**src/design/bk3_pkg.sv**
```systemverilog
package bk3_pkg;

	// ----------------------------------------------------------------
	// Register map
	// ----------------------------------------------------------------
	localparam logic [7:0] BUCK3_CONTROL_ADDR = 8'h18;
	localparam logic [7:0] BUCK3_CONTROL_RESET = 8'h8c;
	localparam int SKIP_BIT = 7;
	localparam int RSVD_BIT = 6;
	localparam int CODE_MSB = 5;
	localparam int CODE_W = 6;

	// ----------------------------------------------------------------
	// Voltage code table, millivolts
	// ----------------------------------------------------------------
	localparam logic [5:0] CODE_FINE_LAST = 6'h1a;
	localparam logic [5:0] CODE_MAX = 6'h3f;
	localparam logic [11:0] MV_FINE_BASE = 12'h384;
	localparam logic [11:0] MV_FINE_STEP = 12'h019;
	localparam logic [11:0] MV_COARSE_BASE = 12'h60e;
	localparam logic [11:0] MV_COARSE_STEP = 12'h032;
	localparam logic [11:0] MV_TOP = 12'hd48;

	// ----------------------------------------------------------------
	// Timing
	// ----------------------------------------------------------------
	localparam int CLK_PERIOD_NS = 10;
	localparam int BLANK_TIME_MS = 5;
	localparam int BLANK_CYCLES = BLANK_TIME_MS * 1000000 / CLK_PERIOD_NS;

	// ----------------------------------------------------------------
	// Types
	// ----------------------------------------------------------------
	typedef enum logic [2:0] {
		ST_HOLD = 3'b001,
		ST_STRAP = 3'b010,
		ST_RUN = 3'b100
	} bk3_state_t;

	typedef struct packed {
		logic wr_en;
		logic rd_en;
		logic [7:0] addr;
		logic [7:0] wdata;
	} bk3_req_t;

	typedef struct packed {
		logic hit;
		logic [7:0] rdata;
	} bk3_rsp_t;

endpackage

```
**src/design/bk3_blank_timer.sv**
```systemverilog
`timescale 1ns/100ps

module bk3_blank_timer #(
	parameter int unsigned CYCLES = bk3_pkg::BLANK_CYCLES
) (
	input wire logic i_clk,
	input wire logic i_srst,
	input wire logic i_start,
	output logic o_active
);

	localparam int CW = $clog2(CYCLES + 1);

	logic [CW-1:0] cnt;
	logic [CW-1:0] next_cnt;

	// ----------------------------------------------------------------
	// Down counter, retriggered by every start
	// ----------------------------------------------------------------
	always_comb begin
		next_cnt = cnt;
		if (i_start) begin
			next_cnt = CW'(CYCLES);
		end else if (cnt != '0) begin
			next_cnt = cnt - CW'(1);
		end
	end

	always_ff @(posedge i_clk) begin
		if (i_srst) begin
			cnt <= '0;
		end else begin
			cnt <= next_cnt;
		end
	end

	assign o_active = (cnt != '0);
endmodule

```
**src/design/bk3_buck3_ctrl.sv**
```systemverilog
`timescale 1ns/100ps

// Overview of operation
// - The control register sits at subaddress 0x18 and holds 0x8c after reset.
// - A write takes effect only while the password unlock is granted by the host procedure.
// - Every accepted write blanks over- and under-voltage fault detection of the rail for 5 ms.
// - After reset the default select resistor input may replace the reset value once.
// - Bit 7 enables light-load pulse skipping (1) or forces fixed-frequency PWM (0), reset 1.
// - Bits 5-0 are the voltage code: 0.900 V up in 25 mV to 0x1a, then 50 mV up to 3.400 V.
module bk3_buck3_ctrl #(
	parameter int unsigned BLANK_CYCLES = bk3_pkg::BLANK_CYCLES,
	parameter logic [7:0] ALT_DEFAULT = bk3_pkg::BUCK3_CONTROL_RESET
) (
	input wire logic i_clk,
	input wire logic i_srst,
	input wire bk3_pkg::bk3_req_t i_req,
	input wire logic i_password_unlocked,
	input wire logic i_default_select_resistor,
	input wire logic i_ov_fault_raw,
	input wire logic i_uv_fault_raw,
	output bk3_pkg::bk3_rsp_t o_rsp,
	output logic o_write_taken,
	output logic o_light_load_skip_enable,
	output logic [5:0] o_buck3_voltage_code,
	output logic [11:0] o_voltage_mv,
	output logic o_monitor_blanked,
	output logic o_ov_fault,
	output logic o_uv_fault
);

	bk3_pkg::bk3_state_t state;
	bk3_pkg::bk3_state_t next_state;
	logic skip;
	logic next_skip;
	logic [5:0] code;
	logic [5:0] next_code;
	logic [11:0] next_mv;
	bk3_pkg::bk3_rsp_t next_rsp;
	logic addr_hit;
	logic wr_ok;
	logic blank_active;
	logic next_ov;
	logic next_uv;

	// ----------------------------------------------------------------
	// Access decode
	// ----------------------------------------------------------------
	assign addr_hit = (i_req.addr == bk3_pkg::BUCK3_CONTROL_ADDR);
	assign wr_ok = (state == bk3_pkg::ST_RUN) && i_req.wr_en && addr_hit
		&& i_password_unlocked;
	assign o_write_taken = wr_ok;

	// ----------------------------------------------------------------
	// Register contents and default load
	// ----------------------------------------------------------------
	always_comb begin
		next_state = state;
		next_skip = skip;
		next_code = code;
		case (state)
			bk3_pkg::ST_HOLD: begin
				next_state = bk3_pkg::ST_STRAP;
			end
			bk3_pkg::ST_STRAP: begin
				if (i_default_select_resistor) begin
					next_skip = ALT_DEFAULT[bk3_pkg::SKIP_BIT];
					next_code = ALT_DEFAULT[bk3_pkg::CODE_MSB:0];
				end
				next_state = bk3_pkg::ST_RUN;
			end
			bk3_pkg::ST_RUN: begin
				if (wr_ok) begin
					next_skip = i_req.wdata[bk3_pkg::SKIP_BIT];
					next_code = i_req.wdata[bk3_pkg::CODE_MSB:0];
				end
			end
			default: begin
				next_state = bk3_pkg::ST_HOLD;
			end
		endcase
	end

	always_ff @(posedge i_clk) begin
		if (i_srst) begin
			state <= bk3_pkg::ST_HOLD;
			skip <= bk3_pkg::BUCK3_CONTROL_RESET[bk3_pkg::SKIP_BIT];
			code <= bk3_pkg::BUCK3_CONTROL_RESET[bk3_pkg::CODE_MSB:0];
		end else begin
			state <= next_state;
			skip <= next_skip;
			code <= next_code;
		end
	end

	assign o_light_load_skip_enable = skip;
	assign o_buck3_voltage_code = code;

	// ----------------------------------------------------------------
	// Code to millivolt decode
	// ----------------------------------------------------------------
	always_comb begin
		if (next_code <= bk3_pkg::CODE_FINE_LAST) begin
			next_mv = bk3_pkg::MV_FINE_BASE
				+ ({6'h00, next_code} * bk3_pkg::MV_FINE_STEP);
		end else begin
			next_mv = bk3_pkg::MV_COARSE_BASE
				+ ({6'h00, next_code - bk3_pkg::CODE_FINE_LAST}
				* bk3_pkg::MV_COARSE_STEP);
		end
	end

	// ----------------------------------------------------------------
	// Read port
	// ----------------------------------------------------------------
	always_comb begin
		next_rsp = '0;
		if (i_req.rd_en && addr_hit) begin
			next_rsp.hit = 1'b1;
			next_rsp.rdata = {skip, 1'b0, code};
		end
	end

	// ----------------------------------------------------------------
	// Supervisor blanking
	// ----------------------------------------------------------------
	bk3_blank_timer #(
		.CYCLES(BLANK_CYCLES)
	) u_blank (
		.i_clk(i_clk),
		.i_srst(i_srst),
		.i_start(wr_ok),
		.o_active(blank_active)
	);

	always_comb begin
		next_ov = i_ov_fault_raw && !blank_active;
		next_uv = i_uv_fault_raw && !blank_active;
	end

	always_ff @(posedge i_clk) begin
		if (i_srst) begin
			o_rsp <= '0;
			o_voltage_mv <= bk3_pkg::MV_FINE_BASE
				+ ({6'h00, bk3_pkg::BUCK3_CONTROL_RESET[bk3_pkg::CODE_MSB:0]}
				* bk3_pkg::MV_FINE_STEP);
			o_monitor_blanked <= 1'b0;
			o_ov_fault <= 1'b0;
			o_uv_fault <= 1'b0;
		end else begin
			o_rsp <= next_rsp;
			o_voltage_mv <= next_mv;
			o_monitor_blanked <= blank_active;
			o_ov_fault <= next_ov;
			o_uv_fault <= next_uv;
		end
	end
endmodule

```
**config.mk**
```make
export PLATFORM = sky130hd
export DESIGN_NAME = bk3_buck3_ctrl
export DESIGN_NICKNAME = d
export VERILOG_FILES = /design/src/design/bk3_pkg.sv /design/src/design/bk3_blank_timer.sv /design/src/design/bk3_buck3_ctrl.sv
export SDC_FILE = /design/constraint.sdc
export NUM_CORES = 1
export LEC_CHECK = 0
export BUFFER_PORTS_ARGS = -buffer_cell sky130_fd_sc_hd__buf_2
export CORE_ASPECT_RATIO = 0.7
export CORE_UTILIZATION = 45
export DETAILED_ROUTE_END_ITERATION = 10
export GPL_TIMING_DRIVEN = 0
export PLACE_DENSITY = 0.75
export SYNTH_ARGS = -nofsm -noshare
export SYNTH_HDL_FRONTEND = slang
export SYNTH_SLANG_ARGS = --single-unit
```
**constraint.sdc**
```tcl
create_clock -name i_clk -period 7.55 [get_ports i_clk]
set_clock_uncertainty 0.1 [all_clocks]
set_input_delay 0.3775 -clock i_clk [delete_from_list [all_inputs] [get_ports i_clk]]
set_output_delay 0.3775 -clock i_clk [all_outputs]
set_load 0.005 [all_outputs]
```
==> results.md, run 1 <==
- Final Net Count: 513
- CP Data Required Time: 7630 ps
- Avg Synthesized Cell Area: 9.28 µm²
- Commonest non-fill, non-tap cell in the layout: ha_1
- IO buf count: 52
- Critical Path End Type: flip-flop
- Critical Path Start Type: flip-flop
- Sequential share of power: 43.6%
- Initial antenna violation count: 0
- Pre-CTS setup slack: 1630 ps
- HPWL Detailed: 6.16 mm
- TritonCTS Buffers: 5
- FMAX: 173 MHz
- Post-synthesis sequential element count: 52
- Pint: 520 µW
- Final WS setup: 1760 ps
- Largest net degree at the start of global routing: 19
- Min cycle time layout: 5790 ps
- WL per Instance: 14.9 µm
- Fill cells: 672
- Synth area leaders: dfxtp_1, ha_1, xnor2_1
- Clock latency on the worst-skew pair: 320 ps
- First drt pass iteration count: 4
- Net Sw Power: 317 µW
- Yosys top cell by area: dfxtp_1
- Gr usage total: 19.5%
- Comb pwr share: 35.7%
- Max-slew violations: 0
- Die ar.: 8010 µm²
- Via Count: 2,780
- Antenna Cells: 0
- Core region area: 7350 µm²
- Final Power: 838 µW
- Crit path max fanout: 10
- Max Cap Viol: 0
- 1st-iter DRT viols: 99
- Residual DRC count: 0
- Syn_nets: 454
- Worst-case clock buffer depth: 2
- Num ports: 56
- Global-route wire length before repair: 12.0 mm
- Synthesis Warnings: 0
- Top_reg_cell synth: dfxtp_1
- Synth Instances: 371
- Pleak: 1.92 nW
- Post-CTS Setup Bufs: 0
- Hold Fails Final Rpt: 0
- Clk pin slew, worst setup/hold paths: 120 ps
- Area delta synth->final: 13.9%
- H-tree Lvls: 2
- Gpl congestion: 0.825
- HP Class: primary input to flip-flop
- CTS Sinks: 52
- Seq/Total Area, Yosys: 30.2%
- Crit Path Category: flip-flop to flip-flop
- Share of layout cells above drive strength 1: 18.6%
- Setup Viol. Count Final: 0
- Sw frac: 37.9%
- Clock group share of total power: 20.7%
- Root buf cell: clkbuf_8
- EDFF count, synth: 0
- Top cell type's share of synthesized area: 30.2%
- Critical path data arrival time: 5870 ps
- Setup TNS: 0 ps
- Vias in the first global route: 2,498
- Ys async rst share: 0%
- Die W: 107 µm
- Yosys cell types: 59
- VDD IR max: 0.140 mV
- Period utilisation layout: 76.7%
- Routed Antenna Nets: 0
- Die Ht: 75.2 µm
- Initial cell density of the core: 46.8%
- Final WL: 7.88 mm
- PostCTS Resize Cnt: 0
- Via density: 5.26
- Mapped Area: 3440 µm²
- Status: complete, no violations
- Num rows: 26
- Rel. slew slack: 47.4%
- Unrepaired setup endpoints after global routing: false
- Commonest cells after routing, fill and taps aside: ha_1, buf_2, dfxtp_1, nor2_1, inv_1
- Hold_buf cts: 0
- Gr ovfl total: 0
- Slew @ Worst Pin: 781 ps
- CTS tree: built
- Cell area power density: 214 nW/µm²
-- Yosys cell counts (8+ instances only) --
cell type / instances
a21oi_1: 21
and2_1: 8
dfxtp_1: 52
ha_1: 55
inv_1: 25
nand2_1: 14
nor2_1: 34
nor3_1: 8
o21ai_0: 9
xnor2_1: 21
xor2_1: 16
-- power by group through the flow --
stage	logic (mW)	registers (mW)	clock network, mW
after floorplan	0.237	0.361	0
after global placement	0.282	0.366	0
after detailed placement	0.292	0.370	0
after CTS	0.295	0.364	0.175
after global routing	0.328	0.372	0.187
final	0.299	0.366	0.173
-- layout make-up --
class / count / area, µm² / area share, %
plain buffers: 12 / 68.8 / 1.75
multi-input cells: 280 / 2230 / 56.9
flip-flops and latches: 52 / 1040 / 26.5
well taps: 98 / 123 / 3.13
repair buffers: 52 / 260 / 6.63
clock inverters: 3 / 27.5 / 0.702
clock buffers: 5 / 68.8 / 1.75
inverters: 27 / 101 / 2.58
-- path summary, 6_finish.rpt --
kind	depth (start not counted)	slack, ps	from	to
max	20	1760	state[2]	o_voltage_mv[11]
min	2	220	i_uv_fault_raw	o_uv_fault
max reg2reg	20	1760	state[2]	o_voltage_mv[11]
min reg2reg	1	390	o_buck3_voltage_code[3]	o_rsp[3]
-- sequential cells by signal, indices dropped and copies added, names as in the netlist --
name	count
u_blank.cnt	19
o_voltage_mv	12
o_rsp	8
o_buck3_voltage_code	6
state	3
o_light_load_skip_enable	1
o_monitor_blanked	1
o_ov_fault	1
o_uv_fault	1
-- cells by family after synthesis --
group	Yosys count	share of synthesized area, %
AND/OR/NAND/NOR	118	19.9
AO/OA/AOI/OAI	61	11.5
adder cells (fa/ha/maj)	59	22.3
flip-flops	52	30.2
buffers and inverters	39	4.94
XOR/XNOR	37	9.41
multiplexers	4	1.64
other	1	0.109
-- worst max-delay path, cell delays in order, from the launching register on --
cell	delay, ps
dfxtp_1	410
nor3b_2	240
nand4_2	180
buf_4	250
o21ai_0	500
inv_1	220
ha_1	300
and3_1	180
a311o_1	410
xnor2_1	390
ha_1	310
ha_1	300
ha_1	290
ha_1	310
nor2_1	50
a21oi_1	400
or4_1	180
nand4_1	90
or3_1	370
nand3_1	100
a21oi_2	50
-- metal layers --
| layer | up-vias | routed length (µm) | global-route usage [%] |
|---|---|---|---|
| li1 | 1393 | - | - |
| met1 | 1296 | 4030 | 28.6 |
| met2 | 82 | 3340 | 29.8 |
| met3 | 9 | 418 | 3.98 |
| met4 | 0 | 82 | 3.35 |
| met5 | - | 0 | 0 |
-- metrics by stage --
stage                     std cells  cell area (µm²)  hold slack [ps]  utilization, %
after detailed placement        521             3830              367            52.0
after global routing            529             3920              214            53.4
final                           529             3920              218            53.4
after CTS                       529             3920              214            53.4
after global placement          521             3830              361            52.0
after floorplan                 371             3440              349               -
Power figures use the tool's default switching activity.
==> run 2: changes to the inputs <==
==> constraint.sdc (replaced) <==
create_clock -name i_clk -period 5.4 [get_ports i_clk]
set_clock_uncertainty 0.1 [all_clocks]
set_input_delay 0.27 -clock i_clk [delete_from_list [all_inputs] [get_ports i_clk]]
set_output_delay 0.27 -clock i_clk [all_outputs]
set_load 0.005 [all_outputs]
==> run 2 against run 1 <==
Effect of this change: first-iteration DRC count up 10%; hold slack worse by 110 ps; final area up 1.6%; fmax up 12%; critical path depth up 1; combinational power up 40%; routed wire length up 0.71%; clock power up 39%; largest power group unchanged.
==> results.md, run 2 (same netlist as run 1, synthesis figures left out) <==
- Via density: 5.22 (-0.68%)
- HPWL Detailed: 6.16 mm (unchanged)
- Largest net degree at the start of global routing: 19 (unchanged)
- Crit Path Category: flip-flop to flip-flop
- Status: complete, no violations
- Fill cells: 670 (-0.30%)
- Final Net Count: 517 (+0.78%)
- FMAX: 193 MHz (+12%)
- Routed Antenna Nets: 0 (unchanged)
- Crit path max fanout: 10 (unchanged)
- Vias in the first global route: 2,520 (+0.88%)
- Residual DRC count: 0 (unchanged)
- VDD IR max: 0.195 mV (+40%)
- Critical Path Start Type: flip-flop
- Hold_buf cts: 0 (unchanged)
- Hold Fails Final Rpt: 0 (unchanged)
- Worst-case clock buffer depth: 2 (unchanged)
- Reg area: 1040 µm² (unchanged)
- 1st-iter DRT viols: 109 (+10%)
- Reg2reg path depth: 21 (+5.0%)
- Min-delay src: i_uv_fault_raw
- Clk pin slew, worst setup/hold paths: 110 ps (about the same)
- Antenna Cells: 0 (unchanged)
- Hold Path Cell Cnt: 2 (unchanged)
- H-tree Lvls: 2 (unchanged)
- Multi-input logic area: 2260 µm² (+1.4%)
- Min cycle time layout: 5170 ps (-616 ps)
- Critical Path End Type: flip-flop
- Max reg flops: 19 (unchanged)
- Die ar.: 8010 µm² (unchanged)
- Commonest cells after routing, fill and taps aside: ha_1, buf_2, dfxtp_1, nor2_1, inv_1
- Slew @ Worst Pin: 715 ps (-65.6 ps)
- Biggest register: u_blank.cnt
- Share of layout cells above drive strength 1: 21.1% (+2.6 points)
- Core region area: 7350 µm² (unchanged)
- Num ports: 56 (unchanged)
- Gr usage total: 19.6% (+0.12 points)
- Critical register-to-register path endpoint: o_voltage_mv[10]
- TritonCTS Buffers: 5 (unchanged)
- Largest regs: u_blank.cnt: 19 flops, o_voltage_mv: 12 flops, o_rsp: 8 flops
- Cell area power density: 294 nW/µm² (+37%)
- Pleak: 1.95 nW (+1.2%)
- Die W: 107 µm (unchanged)
- WL per Instance: 14.9 µm (about the same)
- Hold Crit Endpoint: o_uv_fault
- Area delta synth->final: 15.7%
- Final Power: 1.17 mW (+40%)
- Period utilisation layout: 95.8% (+19 points)
- First drt pass iteration count: 4 (unchanged)
- Rel. slew slack: 52.3% (+4.9 points)
- Gpl congestion: 0.825 (unchanged)
- Die Ht: 75.2 µm (unchanged)
- Setup Viol. Count Final: 0 (unchanged)
- Clock latency on the worst-skew pair: 320 ps (about the same)
- Via Count: 2,782 (+0.072%)
- Gr ovfl total: 0 (unchanged)
- Placed Cells: 521 (unchanged)
- Num rows: 26 (unchanged)
- CP Data Required Time: 5510 ps (-2120 ps)
- Initial antenna violation count: 0 (unchanged)
- Reg2Reg Setup Slack: 230 ps (-1530 ps)
- IO buf count: 52 (unchanged)
- Max-slew violations: 0 (unchanged)
- CTS tree: built
- Critical path data arrival time: 5280 ps (-590 ps)
- HP Class: primary input to flip-flop
- Root buf cell: clkbuf_8
- Commonest non-fill, non-tap cell in the layout: ha_1
- Initial cell density of the core: 46.8% (unchanged)
- Global-route wire length before repair: 12.1 mm (+0.68%)
- Post-Layout Cell Count: 533 (+0.76%)
- Max Cap Viol: 0 (unchanged)
- FF-to-FF Start: state[2]
- Final WL: 7.94 mm (+0.71%)
- CTS Sinks: 52 (unchanged)
-- run 2: final cells by class --
cell class              count  area share [%]
repair buffers             56            7.29
inverters                  27            2.54
well taps                  98            3.08
clock buffers               5            1.73
clock inverters             3           0.691
flip-flops and latches     52            26.1
multi-input cells         280            56.8
plain buffers              12            1.73
-- run 2: power by group --
part	switching, mW	leakage [nW]	internal, mW
Combinational	0.234	1.48	0.183
Sequential	0.0624	0.423	0.449
Clock	0.145	0.0463	0.0955
Total	0.442	1.95	0.728
-- run 2: per-stage QoR --
| stage | util [%] | TNS, ps | setup slack, ps | cell area (µm²) | hold WS [ps] |
|---|---|---|---|---|---|
| 6_report | 54.2 | 0 | 228 | 3980 | 110 |
| 4_1_cts | 53.5 | 0 | 48.3 | 3930 | 106 |
| 2_1_floorplan | - | 0 | 466 | 3440 | 337 |
| 3_3_place_gp | 52.0 | -890 | -353 | 3830 | 361 |
| 5_1_grt | 54.2 | -45.6 | -27.5 | 3980 | 106 |
| 3_5_place_dp | 52.0 | -1050 | -415 | 3830 | 367 |
-- run 2: how the worst max path moves through the flow --
stage | to | startpoint | cells past startpoint
6_report | o_voltage_mv[10] | state[2] | 21
5_1_grt | o_voltage_mv[10] | state[2] | 22
4_1_cts | o_voltage_mv[10] | state[2] | 21
3_5_place_dp | o_voltage_mv[11] | i_req[13] | 21
3_3_place_gp | o_voltage_mv[11] | i_req[13] | 21
2_1_floorplan | o_voltage_mv[11] | i_req[13] | 20
-- run 2: critical path: stages (launching register included) --
cell and delay [ps]:
dfxtp_1 360, nor3b_2 180, nand4_2 140, inv_2 60, buf_6 140, or3_1 390
o21ai_4 120, inv_2 90, ha_1 260, and3_1 180, a311o_2 420, xnor2_2 270
ha_1 280, ha_1 300, ha_1 290, ha_1 310, o21ai_0 110, or2_2 320
nand3_1 90, nand2b_1 200, a21oi_1 100, o32a_1 350
-- run 2: routing by layer --
metal | vias up | part of all wire [%] | global-route usage, % | wire [µm]
met5 | - | 0 | 0 | 0
met4 | 0 | 0.72 | 3.35 | 57
met3 | 6 | 4.6 | 3.98 | 364
met2 | 80 | 43 | 30.2 | 3380
met1 | 1295 | 52 | 28.7 | 4130
li1 | 1401 | - | - | -
-- run 2: timing repair --
action	4_1_cts	5_1_grt
pin swaps	0	1
resized for setup	4	8
buffers inserted	0	4
endpoints found under the setup margin	4	4
==> run 3: changes to the inputs <==
--- a/config.mk
+++ b/config.mk
@@ -11,6 +11,7 @@
 export DETAILED_ROUTE_END_ITERATION = 10
 export GPL_TIMING_DRIVEN = 0
 export PLACE_DENSITY = 0.75
+export SETUP_SLACK_MARGIN = 0.5
 export SYNTH_ARGS = -nofsm -noshare
 export SYNTH_HDL_FRONTEND = slang
 export SYNTH_SLANG_ARGS = --single-unit
==> run 3 against run 2 <==
Effect of this change: final area increased by 7.0%; clock power decreased by 2%; die area unchanged; largest cell class unchanged; highest routed layer unchanged.
==> results.md, run 3 (same netlist as run 1, synthesis figures left out) <==
- Pre-CTS setup slack: -320 ps (+95.1 ps)
- Routed Antenna Nets: 0 (unchanged)
- Crit Path Category: flip-flop to flip-flop
- Min-delay src: i_uv_fault_raw
- Hold_buf cts: 0 (unchanged)
- Critical Path Most Common Cell: ha_4
- Highest routed layer: met4
- Hold Fails Final Rpt: 0 (unchanged)
- Setup Viol. Count Final: 0 (unchanged)
- Reg2Reg Setup Slack: 630 ps (+400 ps)
- Max-slew violations: 0 (unchanged)
- Clock latency on the worst-skew pair: 320 ps (about the same)
- H-tree Lvls: 2 (unchanged)
- Critical path buffers and inverters: 3 (unchanged)
- Commonest cells after routing, fill and taps aside: buf_2, dfxtp_1, ha_1, nor2_1, inv_1
- Critical Path End Type: flip-flop
- Rel. slew slack: 54.0% (+1.7 points)
- Global-route wire length before repair: 12.3 mm (+1.9%)
- FMAX: 210 MHz (+8.5%)
- CP Data Required Time: 5480 ps (-30 ps)
- Stages on worst setup path: 22 (+4.8%)
- Hold slack: 111 ps (+1.69 ps)
- Die ar.: 8010 µm² (unchanged)
- Root buf cell: clkbuf_8
- Biggest register: u_blank.cnt
- Pleak: 2.02 nW (+3.9%)
- Initial cell density of the core: 46.8% (unchanged)
- Reg2reg path depth: 22 (+4.8%)
- Final instance area: 4260 µm² (+7.0%)
- Gr ovfl total: 0 (unchanged)
- 1st-iter DRT viols: 155 (+42%)
- VDD IR max: 0.214 mV (+10%)
- Via Count: 2,872 (+3.2%)
- Unrepaired setup endpoints after global routing: true
- Period utilisation layout: 88.3% (-7.5 points)
- Largest regs: u_blank.cnt: 19 flops, o_voltage_mv: 12 flops, o_rsp: 8 flops
- Crit path max fanout: 10 (unchanged)
- Max reg flops: 19 (unchanged)
- Fill cells: 643 (-4.0%)
- Gpl congestion: 0.865 (+4.8%)
- Post-Layout Cell Count: 542 (+1.7%)
- Hold Path Cell Cnt: 2 (unchanged)
- WL met2: 3.46 mm (+2.4%)
- Share of layout cells above drive strength 1: 29.1% (+7.9 points)
- Antenna Cells: 0 (unchanged)
- Dpl cell area: 3830 µm² (unchanged)
- Slowest stage delay, CP: 400 ps (-20 ps)
- HP Class: primary input to flip-flop
- WL met3: 597 µm (+64%)
- Vias in the first global route: 2,508 (-0.48%)
- Cell area power density: 274 nW/µm² (-6.7%)
- Initial antenna violation count: 0 (unchanged)
- Critical Path Start Type: flip-flop
- Final core occ: 58.0% (+3.8 points)
- Wire length on met1: 3.99 mm (-3.6%)
- Status: complete, no violations
- CTS Sinks: 52 (unchanged)
- Slew @ Worst Pin: 690 ps (-25.5 ps)
- Hold Crit Endpoint: o_uv_fault
- Final WS setup: 633 ps (+404 ps)
- Core region area: 7350 µm² (unchanged)
- Min cycle time layout: 4770 ps (-404 ps)
- WL per Instance: 15.0 µm (+0.92%)
- Critical register-to-register path endpoint: o_voltage_mv[11]
- TritonCTS Buffers: 5 (unchanged)
- IO buf count: 52 (unchanged)
- CTS tree: built
- Crit-path cells: nor3b_4 -> nand4_4 -> inv_2 -> buf_6 -> or3_4 -> o21ai_4 -> inv_2 -> ha_4 -> and3_1 -> a311o_2 -> xnor2_2 -> ha_1 -> ha_1 -> ha_4 -> ha_4 -> o21ai_1 -> o21ai_1 -> xnor2_1 -> a31oi_2 -> or3_1 -> nand3_1 -> a21oi_2
- Reg area: 1040 µm² (+0.36%)
- Clk pin slew, worst setup/hold paths: 110 ps (about the same)
- Worst-case clock buffer depth: 2 (unchanged)
- Residual DRC count: 0 (unchanged)
- Largest net degree at the start of global routing: 19 (unchanged)
- Placed Cells: 521 (unchanged)
- Die Ht: 75.2 µm (unchanged)
- Delay-heaviest family, CP: adder cells
- Gr usage total: 20.0% (+0.42 points)
- Critical path data arrival time: 4840 ps (-440 ps)
- FF-to-FF Start: state[2]
- Via density: 5.30 (+1.5%)
- Final WL: 8.14 mm (+2.6%)
- HPWL Detailed: 6.05 mm (-1.8%)
- First drt pass iteration count: 5 (+1)
- Num ports: 56 (unchanged)
- Multi-input logic area: 2460 µm² (+8.9%)
- Area delta synth->final: 23.8%
- Final Net Count: 526 (+1.7%)
- Die W: 107 µm (unchanged)
- Max Cap Viol: 0 (unchanged)
- Num rows: 26 (unchanged)
- Commonest non-fill, non-tap cell in the layout: buf_2
- Slowest CP cell: a311o_2
## run 3: layout make-up
type,count,share of cell area (%)
Buffer,12,1.73
Inverter,27,2.38
Clock inverter,3,0.646
Clock buffer,5,1.61
Tap cell,98,2.88
Timing Repair Buffer,65,8.40
Multi-Input combinational cell,280,57.8
Sequential cell,52,24.5
## run 3: per-stage QoR
stage	setup TNS, ps	power, mW
global route	0	1.24
CTS	0	1.16
detailed placement	-684	0.924
finish	0	1.17
global placement	-466	0.906
floorplan	0	0.836
## run 3: worst max-delay path by stage
stage               startpoint          endpoint
detailed placement   i_req[13]  o_voltage_mv[11]
global route          state[2]  o_voltage_mv[11]
CTS                   state[1]  o_voltage_mv[10]
finish                state[2]  o_voltage_mv[11]
floorplan             state[2]  o_voltage_mv[11]
global placement     i_req[13]  o_voltage_mv[11]
## run 3: report_power, final
| part | switching (mW) | internal, mW | leakage, nW |
|---|---|---|---|
| logic | 0.233 | 0.184 | 1.55 |
| clock network | 0.142 | 0.0954 | 0.0463 |
| registers | 0.0633 | 0.450 | 0.424 |
| total | 0.438 | 0.729 | 2.02 |
## run 3: per-layer routing
metal / up-vias / GRT usage, %
li1: 1417 / -
met1: 1337 / 28.6
met2: 106 / 30.8
met3: 12 / 4.33
met4: 0 / 4.87
met5: - / 0
## run 3: what timing repair did
| action | CTS | global route |
|---|---|---|
| pin swaps | 3 | 12 |
| setup endpoints to repair | 5 | 4 |
| resized for setup | 15 | 37 |
| setup buffers | 4 | 9 |
